==> src/common/sacc_consts.vh <==
// Constants shared by the converter control design files
`ifndef SACC_CONSTS_VH
`define SACC_CONSTS_VH
`define SACC_RES_BITS 18
`define SACC_MSB 17
`define SACC_MIDSCALE_SB 18'h20000
`define SACC_MAX_SB 18'h3FFFF
`define SACC_MIN_SB 18'h00000
`define SACC_MAX_TC 18'h1FFFF
`define SACC_MIN_TC 18'h20000
`define SACC_FMT_BINARY 1'b1
`define SACC_CLK_MHZ 250
`define SACC_MIN_PERIOD_NS 800
`define SACC_MIN_PERIOD_CYC ((`SACC_MIN_PERIOD_NS * `SACC_CLK_MHZ + 999) / 1000)
`define SACC_ACQ_NS 40
`define SACC_ACQ_CYC ((`SACC_ACQ_NS * `SACC_CLK_MHZ + 999) / 1000)
`endif

==> src/rtl/sacc_sync.v <==
// Two-flop synchroniser for pin inputs
`timescale 1ns/1ps
`default_nettype none
module sacc_sync #(
  parameter W = 1,
  parameter [W-1:0] INIT = {W{1'b0}}
) (
  input wire ref_clk,
  input wire reset,
  input wire [W-1:0] d,
  output wire [W-1:0] q
);
  reg [W-1:0] meta_q;
  reg [W-1:0] sync_q;
  always @(posedge ref_clk) begin
    if (reset) begin
      meta_q <= INIT;
      sync_q <= INIT;
    end else begin
      meta_q <= d;
      sync_q <= meta_q;
    end
  end
  assign q = sync_q;
endmodule
`default_nettype wire

==> src/rtl/sacc_coder.v <==
// Output coding with format select and saturation codes
`timescale 1ns/1ps
`default_nettype none
`include "sacc_consts.vh"
module sacc_coder #(
  parameter W = 18
) (
  input wire [W-1:0] raw_code,
  input wire over_range,
  input wire under_range,
  input wire binary_fmt,
  output reg [W-1:0] coded
);
  always @* begin
    if (over_range) begin
      coded = binary_fmt ? `SACC_MAX_SB : `SACC_MAX_TC; // [RL7]
    end else if (under_range) begin
      coded = binary_fmt ? `SACC_MIN_SB : `SACC_MIN_TC; // [RL8]
    end else if (binary_fmt) begin
      coded = raw_code; // [RL6]
    end else begin
      coded = {~raw_code[W-1], raw_code[W-2:0]}; // [RL6]
    end
  end
endmodule
`default_nettype wire

==> src/rtl/sacc_top.v <==
// Successive-approximation conversion control and result coding
// Contract
// RL1 - A conversion begins only after acquisition has ended and convert start has gone low.
// RL2 - The result is found by a binary search from the top bit down over 18 halving steps.
// RL3 - At the end of the search the code is formed and busy is then driven low.
// RL4 - The format select chooses straight binary or twos complement coding.
// RL5 - In full-width 18-bit parallel mode the format choice is not available.
// RL6 - Codes are 18 bits; midscale is 0x20000 in binary and 0x00000 in twos complement.
// RL7 - Overrange gives 0x3FFFF in binary or 0x1FFFF in twos complement.
// RL8 - Underrange gives 0x00000 in binary or 0x20000 in twos complement.
// RL9 - Each result belongs to its own sample and is ready when that conversion ends.
// RL10 - Conversions run at up to 1.25 MSPS and the host starts none faster.
// RL11 - A falling edge on convert start holds the sample and launches a conversion.
// RL12 - Under a power-down request a running conversion finishes and new ones are refused.
// RL13 - Busy rises when a conversion starts and stays high until the code is ready.
// RL14 - The host waits for busy to fall before reading and before a new start edge.
`timescale 1ns/1ps
`default_nettype none
`include "sacc_consts.vh"
module sacc_top #(
  parameter W = 18,
  parameter ACQ_CYC = `SACC_ACQ_CYC,
  parameter PERIOD_CYC = `SACC_MIN_PERIOD_CYC
) (
  input wire ref_clk,
  input wire reset,
  input wire convert_start_n,
  input wire code_format_select,
  input wire full_width_mode,
  input wire power_down_request,
  input wire comp_above,
  input wire over_range,
  input wire under_range,
  output wire hold,
  output wire [W-1:0] trial_code,
  output wire busy,
  output wire powered_down,
  output wire [W-1:0] result,
  output wire result_valid
);
  localparam [3:0] ST_ACQ = 4'b0001;
  localparam [3:0] ST_IDLE = 4'b0010;
  localparam [3:0] ST_CONV = 4'b0100;
  localparam [3:0] ST_CODE = 4'b1000;
  localparam [9:0] ACQ_N = ACQ_CYC[9:0];
  localparam [9:0] PER_N = PERIOD_CYC[9:0];

  wire cnv_n_s;
  wire fmt_s;
  wire pd_s;
  wire [W-1:0] coded;
  reg cnv_n_prev_q;
  reg [3:0] state_q;
  reg [W-1:0] sar_q;
  reg [W-1:0] bit_q;
  reg [9:0] acq_cnt_q;
  reg [9:0] per_cnt_q;
  reg ovr_q;
  reg und_q;
  reg [W-1:0] result_q;
  reg valid_q;
  reg fmt_q;

  sacc_sync #(.W(3), .INIT(3'b100)) u_sync (
    .ref_clk(ref_clk),
    .reset(reset),
    .d({convert_start_n, code_format_select, power_down_request}),
    .q({cnv_n_s, fmt_s, pd_s})
  );

  // Full-width parallel mode forces straight binary
  wire binary_fmt = full_width_mode ? `SACC_FMT_BINARY : fmt_s; // [RL5] [RL4]
  wire fall = cnv_n_prev_q & ~cnv_n_s; // [RL11]
  wire start_ok = (state_q == ST_IDLE) && fall && !pd_s && (per_cnt_q == 10'h000); // [RL1] [RL12] [RL10]

  sacc_coder #(.W(W)) u_coder (
    .raw_code(sar_q),
    .over_range(ovr_q),
    .under_range(und_q),
    .binary_fmt(fmt_q),
    .coded(coded)
  );

  always @(posedge ref_clk) begin
    if (reset) begin
      cnv_n_prev_q <= 1'b1;
      state_q <= ST_ACQ;
      sar_q <= {W{1'b0}};
      bit_q <= {W{1'b0}};
      acq_cnt_q <= 10'h000;
      per_cnt_q <= 10'h000;
      ovr_q <= 1'b0;
      und_q <= 1'b0;
      result_q <= {W{1'b0}};
      valid_q <= 1'b0;
      fmt_q <= 1'b1;
    end else begin
      cnv_n_prev_q <= cnv_n_s;
      valid_q <= 1'b0;
      if (per_cnt_q != 10'h000) begin
        per_cnt_q <= per_cnt_q - 10'h001;
      end
      case (state_q)
        ST_ACQ: begin
          if (acq_cnt_q >= ACQ_N - 10'h001) begin
            state_q <= ST_IDLE; // [RL1]
          end else begin
            acq_cnt_q <= acq_cnt_q + 10'h001;
          end
        end
        ST_IDLE: begin
          if (start_ok) begin
            state_q <= ST_CONV; // [RL11] [RL13]
            bit_q <= {1'b1, {(W-1){1'b0}}}; // [RL2]
            sar_q <= {1'b1, {(W-1){1'b0}}};
            per_cnt_q <= PER_N - 10'h001; // [RL10]
            fmt_q <= binary_fmt;
            ovr_q <= 1'b0;
            und_q <= 1'b0;
          end
        end
        ST_CONV: begin
          ovr_q <= ovr_q | over_range;
          und_q <= und_q | under_range;
          // Keep the trial bit if the input is above it, then try the next lower bit
          if (!comp_above) begin
            sar_q <= (sar_q & ~bit_q) | (bit_q >> 1); // [RL2]
          end else begin
            sar_q <= sar_q | (bit_q >> 1); // [RL2]
          end
          bit_q <= bit_q >> 1;
          if (bit_q[0]) begin
            state_q <= ST_CODE; // [RL3]
          end
        end
        ST_CODE: begin
          result_q <= coded; // [RL3] [RL9]
          valid_q <= 1'b1;
          acq_cnt_q <= 10'h000;
          state_q <= ST_ACQ; // [RL3]
        end
        default: begin
          state_q <= ST_ACQ;
        end
      endcase
    end
  end

  assign hold = (state_q == ST_CONV) || (state_q == ST_CODE); // [RL11]
  assign busy = hold; // [RL13] [RL3]
  assign trial_code = sar_q;
  assign powered_down = pd_s && (state_q != ST_CONV) && (state_q != ST_CODE); // [RL12]
  assign result = result_q; // [RL9]
  assign result_valid = valid_q;
endmodule
`default_nettype wire

==> config.mk <==
export PLATFORM = sky130hd
export DESIGN_NAME = sacc_top
export DESIGN_NICKNAME = d
export VERILOG_FILES = /design/src/rtl/sacc_sync.v /design/src/rtl/sacc_coder.v /design/src/rtl/sacc_top.v
export VERILOG_INCLUDE_DIRS = /design/src /design/src/common
export SDC_FILE = /design/constraint.sdc
export NUM_CORES = 1
export LEC_CHECK = 0
export ABC_AREA = 1
export BUFFER_PORTS_ARGS = -buffer_cell sky130_fd_sc_hd__buf_2
export CORE_UTILIZATION = 30
export DETAILED_ROUTE_END_ITERATION = 10
export PLACE_DENSITY_LB_ADDON = 0.15
export SLEW_MARGIN = 10
export SYNTH_ARGS = -nofsm -noshare
export SYNTH_HDL_FRONTEND = slang
export SYNTH_HIERARCHICAL = 1
export SYNTH_SLANG_ARGS = --single-unit
==> constraint.sdc <==
create_clock -name ref_clk -period 1.7 [get_ports ref_clk]
set_input_delay 0.17 -clock ref_clk [delete_from_list [all_inputs] [get_ports ref_clk]]
set_output_delay 0.17 -clock ref_clk [all_outputs]
set_load 0.1 [all_outputs]
==> results of run 1 <==
synth_stat cells (2+ instances only):
master / instances
o21a_1: 5
a21oi_1: 40
buf_4: 2
inv_1: 42
nor2_1: 47
nor2_4: 3
buf_6: 3
nor3_1: 10
inv_2: 5
buf_1: 2
ha_1: 4
nor2_2: 4
a211oi_1: 3
xnor2_1: 4
buf_2: 3
nand3_1: 55
dfxtp_1: 89
clkbuf_1: 10
nand2_1: 126
a21boi_0: 9
o21ai_0: 12
placed cells by master, fill, tap and decap left out, types with 5 or more instances in the layout:
cell and instances:
inv_1 42, o21a_1 5, a21oi_1 40, nor3_1 10, dfxtp_1 88, nor2_1 43, nor2_4 6, nand2_1 121
o21ai_0 12, a21boi_0 9, buf_2 45, clkbuf_16 9, buf_4 15, nor2_2 5, nand3_1 54
stage by stage:
step	worst slack [ns]	total power, mW	TNS (ns)	cell area (um2)	util
floorplan	0.00178	3.15	0	3670	-
global placement	0.0867	3.37	0	4150	0.357
detailed placement	0.0615	3.39	0	4150	0.357
CTS	0.00796	5.72	0	4530	0.390
global route	-0.0528	6.01	-0.0952	4570	0.393
finish	0.0249	5.67	0	4570	0.393
critical path, cell delays in order (launching register included):
cell and delay, ns:
dfxtp_1 0.31, or2_4 0.26, nor3_4 0.23, inv_4 0.08
nand2_8 0.09, nor2_4 0.04, buf_12 0.16
final cells by class:
type,count,share of cell area
flip-flops and latches,89,0.390
multi-input cells,329,0.360
repair buffers,66,0.0961
clock buffers,11,0.0531
inverters,47,0.0392
well taps,143,0.0392
clock inverters,5,0.0225
layer usage:
metal,vias to the layer above,share of wire
li1,1671,-
met5,-,0
met1,1398,0.50
met4,0,0.012
met3,7,0.047
met2,66,0.44
state kept, by name, summed over array words and instances (netlist names):
name,cells
acq_cnt_q,10
u_sync/q,3
result,18
result_valid,1
per_cnt_q,10
cnv_n_prev_q,1
u_sync/meta_q,3
ovr_q,1
state_q,4
und_q,1
trial_code,18
fmt_q,1
bit_q,18
final timing paths:
path | endpoint | depth (start not counted)
setup / recovery | powered_down | 6
hold reg to reg | u_sync/q[1] | 2
setup reg to reg | trial_code[7] | 8
hold / removal | u_sync/meta_q[1] | 3
where the power goes:
| group | leakage, nW | switching (mW) | internal (mW) |
|---|---|---|---|
| logic | 1.17 | 0.625 | 0.422 |
| registers | 0.721 | 0.111 | 2.23 |
| clock network | 0.166 | 0.806 | 1.47 |
| total | 2.05 | 1.54 | 4.13 |
timing repair:
item                       CTS  global route
hold buffers                 1             0
pin swaps                    0             5
gates resized for setup      3            13
hold endpoints to repair     1             0
buffers inserted             1             0
setup endpoints to repair    3            23
cell families (layout without fill, tap and decap cells):
group / Yosys count / in the layout / synth area share
buffers and inverters: 68 / 129 / 0.0797
AO/OA/AOI/OAI: 70 / 70 / 0.108
XOR/XNOR: 5 / 5 / 0.0120
adder cells (fa/ha/maj): 4 / 4 / 0.0137
AND/OR/NAND/NOR: 250 / 250 / 0.297
flip-flops: 89 / 89 / 0.489
==> key figures, run 1 <==
Run status
  – Status: complete, but fails checks
  – Failing checks: DRC

Setup path
  – CP required: 1.53 ns
  – Launching element of the worst setup path: state_q[1]
  – CP endpoint kind: primary output
  – RR Startpoint: state_q[1]
  – Crit path max fanout: 3
  – Worst setup SP type: flip-flop
  – Crit Path Class: flip-flop to primary output
  – R2r setup slk: 0.14 ns
  – Critical path arrival: 1.51 ns

Placement
  – DP HPWL: 5.74 mm
  – # port buffers: 48
  – Routability cong.: 0.739
  – Inst Count DP: 672

STA
  – Slew headroom: 0.674
  – Setup Skew: 0.00687 ns
  – Hold Fails Final Rpt: 0
  – Final setup viols: 0
  – Period utilization: 0.985
  – RSZ-0062 raised after global routing: true
  – Worst hold slack: 0.0335 ns
  – Slew @ Worst Pin: approximately 0.5 ns
  – Fin crit period: 1.68 ns
  – Fmax: about 600 MHz
  – Pins over their slew limit: 0

Global route
  – Largest net degree at the start of global routing: 27
  – Busiest grt layer: met2
  – Gr ovfl total: 0
  – Met2 usage: 0.214
  – Vias in the first global route: 2855
  – GRT Total Usage: 0.141
  – First-pass GRT wire length: 13.9 mm
  – M1 GR Usage: 0.186
  – Initial antenna violation count: 0
  – Global Route met3 Usage: 0.0524

CTS
  – CTS Sinks: a little under 90
  – Clock buffer depth: 2
  – Clock-pin transition on the worst setup and hold timing paths: 0.06 ns
  – # H-tree levels: 3
  – CTS Buf Count: 9
  – CTS tree: yes
  – Clk_lat worst skew: 0.34 ns
  – Root buf cell: clkbuf_16

Die
  – Die X: around 110 um
  – I/O pins: 49
  – Starting Density: 0.314
  – Die Height: about 110 um
  – Core Area: roughly 12000 um2
  – Die area: 12600 um2
  – # rows: 39

Cells and area
  – P&R area growth vs syn: 25.5%
  – Finished Layout Cells: about 700
  – Antenna diode count: 0
  – Layout cells sized above 1: 0.194
  – Register Area: 1780 um2
  – Nets: between 500 and 600
  – Filler cell count: 1236
  – Multi-input gate area: about 1600 um2

Worst hold path
  – Worst Hold Launch: code_format_select
  – HP Class: primary input to flip-flop

Logic synthesis
  – Cell area after synthesis: 3640 um2
  – Synth area leaders: dfxtp_1 (49%), nand2_1 (13%), nand3_1 (7.6%)
  – EDFF count, synth: 0
  – Top_reg_cell synth: dfxtp_1
  – Cells after Synth: 486
  – YS warnings: 6
  – Flip-flop and latch count after synthesis: 89
  – Top cell type's share of synthesized area: 0.489
  – Distinct cells, synth: 29
  – Synth Area per Inst: 7.49 um2
  – Post-synth top area cell: dfxtp_1
  – Sequential area share after synthesis: 0.489
  – Syn_nets: 499
  – Ys async rst share: 0

Route
  – Vias per cell: 4.55
  – DRT antenna net count: 0
  – Post-Route WL: 8.19 mm
  – DRC Markers: 10
  – TritonRoute pass-1 iters: 7
  – 1st-iter DRT viols: 100
  – Via Count: 3142
  – Routed WL per cell: around 12 um

Job
  – Max Cap Viol: 0

Pwr
  – Power Density: 1240 nW/um2
  – Leakage Power: between 2 and 2.5 nW
  – VDD IR max: approximately 0.00080 V
Note: power is estimated with default switching activity, not from simulation.
==> run 2, diff against run 1 <==
Settings changed: CORE_ASPECT_RATIO set to 0.7.
==> key figures, run 2 (synthesis gave the netlist of run 1 again) <==
Global route
  – Gr ovfl total: 0
  – First-pass GRT wire length: 14.6 mm
  – Largest net degree at the start of global routing: 43
  – Vias in the first global route: 3002
  – Initial antenna violation count: 0
  – GRT Total Usage: 0.149

Setup path
  – Critical path arrival: 1.53 ns
  – R2r setup slk: 0.08 ns
  – CP required: 1.53 ns
  – Crit Path Class: flip-flop to primary output
  – Worst setup SP type: flip-flop
  – Crit path max fanout: 3
  – CP endpoint kind: primary output
  – WP buf/inv: 2
  – Crit-path slowest cell: dfxtp_2
  – Slowest stage delay, CP: 0.32 ns
  – Critical Path, Cell by Cell: or2_4, nor3_4, inv_4, nand2_8, nor2_4, buf_12
  – Family with the most delay on the worst path: simple AND/OR/NAND/NOR gates

Placement
  – # port buffers: 48
  – Placed Area: 4120 um2
  – Routability cong.: around 0.76
  – DP HPWL: between 5 and 6 mm

Die
  – Core Area: around 12000 um2
  – Die area: 12600 um2
  – # rows: 33
  – Die Height: 94.2 um
  – Starting Density: 0.309
  – I/O pins: 49
  – Die X: 134 um

Pwr
  – Leakage Power: 2.02 nW
  – Power Density: ~1200 nW/um2
  – Overall power: 5.33 mW
  – VDD IR max: 0.000555 V

Route
  – 1st-iter DRT viols: 150
  – Post-Route WL: roughly 8.7 mm
  – DRC Markers: 0
  – TritonRoute pass-1 iters: 4
  – DRT antenna net count: 0
  – Routed WL per cell: roughly 12 um
  – Via Count: 3157
  – Vias per cell: 4.50

STA
  – Worst hold slack: 0.0391 ns
  – Hold Fails Final Rpt: 0
  – Period utilization: 0.998
  – Pins over their slew limit: 0
  – Slew headroom: 0.668
  – Slew @ Worst Pin: 0.501 ns
  – Fin crit period: 1.70 ns
  – Setup Skew: 0.00468 ns
  – RSZ-0062 raised after global routing: true
  – Fmax: 590 MHz
  – Final setup viols: 0

Cells and area
  – Most frequent cells in the layout: nand2_1 (119), dfxtp_1 (87), nand3_1 (54)
  – Design area: 4530 um2
  – Layout cells sized above 1: 0.195
  – Antenna diode count: 0
  – Nets: 554
  – P&R area growth vs syn: 24.3%
  – Commonest non-fill, non-tap cell in the layout: nand2_1

Worst hold path
  – HP Class: primary input to flip-flop

CTS
  – CTS Buf Count: 9
  – Clock-pin transition on the worst setup and hold timing paths: 0.06 ns
  – Clk_lat worst skew: 0.33 ns
  – # H-tree levels: 3
  – Root buf cell: clkbuf_16
  – Clock buffer depth: 2
  – CTS Sinks: 89
  – CTS tree: yes

Run status
  – Status: finished, final reports clean

Job
  – Max Cap Viol: 0
[run 2: per-layer routing]
metal	share of wire	GRT usage	up-vias
met1	0.54	0.205	1438
met3	0.039	0.0426	5
met4	0.0077	0.0369	0
met2	0.41	0.228	53
li1	-	-	1661
met5	0	0	-
[run 2: layout make-up]
type                       count  area [um2]
multi-input combinational    329        1650
tap                          157         196
clock inverter                 3        42.5
sequential                    89        1780
fill                        1244        7240
timing repair buffer          65         435
clock buffer                  11         243
inverter                      47         179
[run 2: power breakdown]
part | internal [mW] | switching (mW)
Clock | 1.16 | 0.769
Combinational | 0.416 | 0.633
Sequential | 2.23 | 0.115
[run 2: worst paths after layout]
check | from | endpoint | cells after the start
worst max register to register | state_q[1] | trial_code[4] | 8
worst min-delay path | code_format_select | u_sync/meta_q[1] | 3
worst min register to register | u_sync/meta_q[0] | u_sync/q[0] | 2
worst max-delay path | state_q[1] | powered_down | 6
[run 2: tightest hold or removal path: stages]
cell	delay, ns
buf_2	0.09
inv_1	0.04
nor2_1	0.03
[run 2: repair_timing]
action,in CTS,in global routing
pin swaps,0,5
hold endpoints to repair,1,0
setup buffers,1,3
setup endpoints to repair,4,34
hold buffers,1,0
gates resized for setup,6,18
gates cloned,0,0
[run 2: per-stage QoR]
step,cells,utilization,setup TNS (ns),setup slack [ns]
2_1_floorplan,486,-,0,0.00178
3_3_place_gp,682,0.350,0,0.0483
3_5_place_dp,682,0.350,0,0.0130
4_1_cts,698,0.378,-0.00777,-0.00777
5_1_grt,701,0.385,-0.0853,-0.0473
6_report,701,0.385,0,0.00374
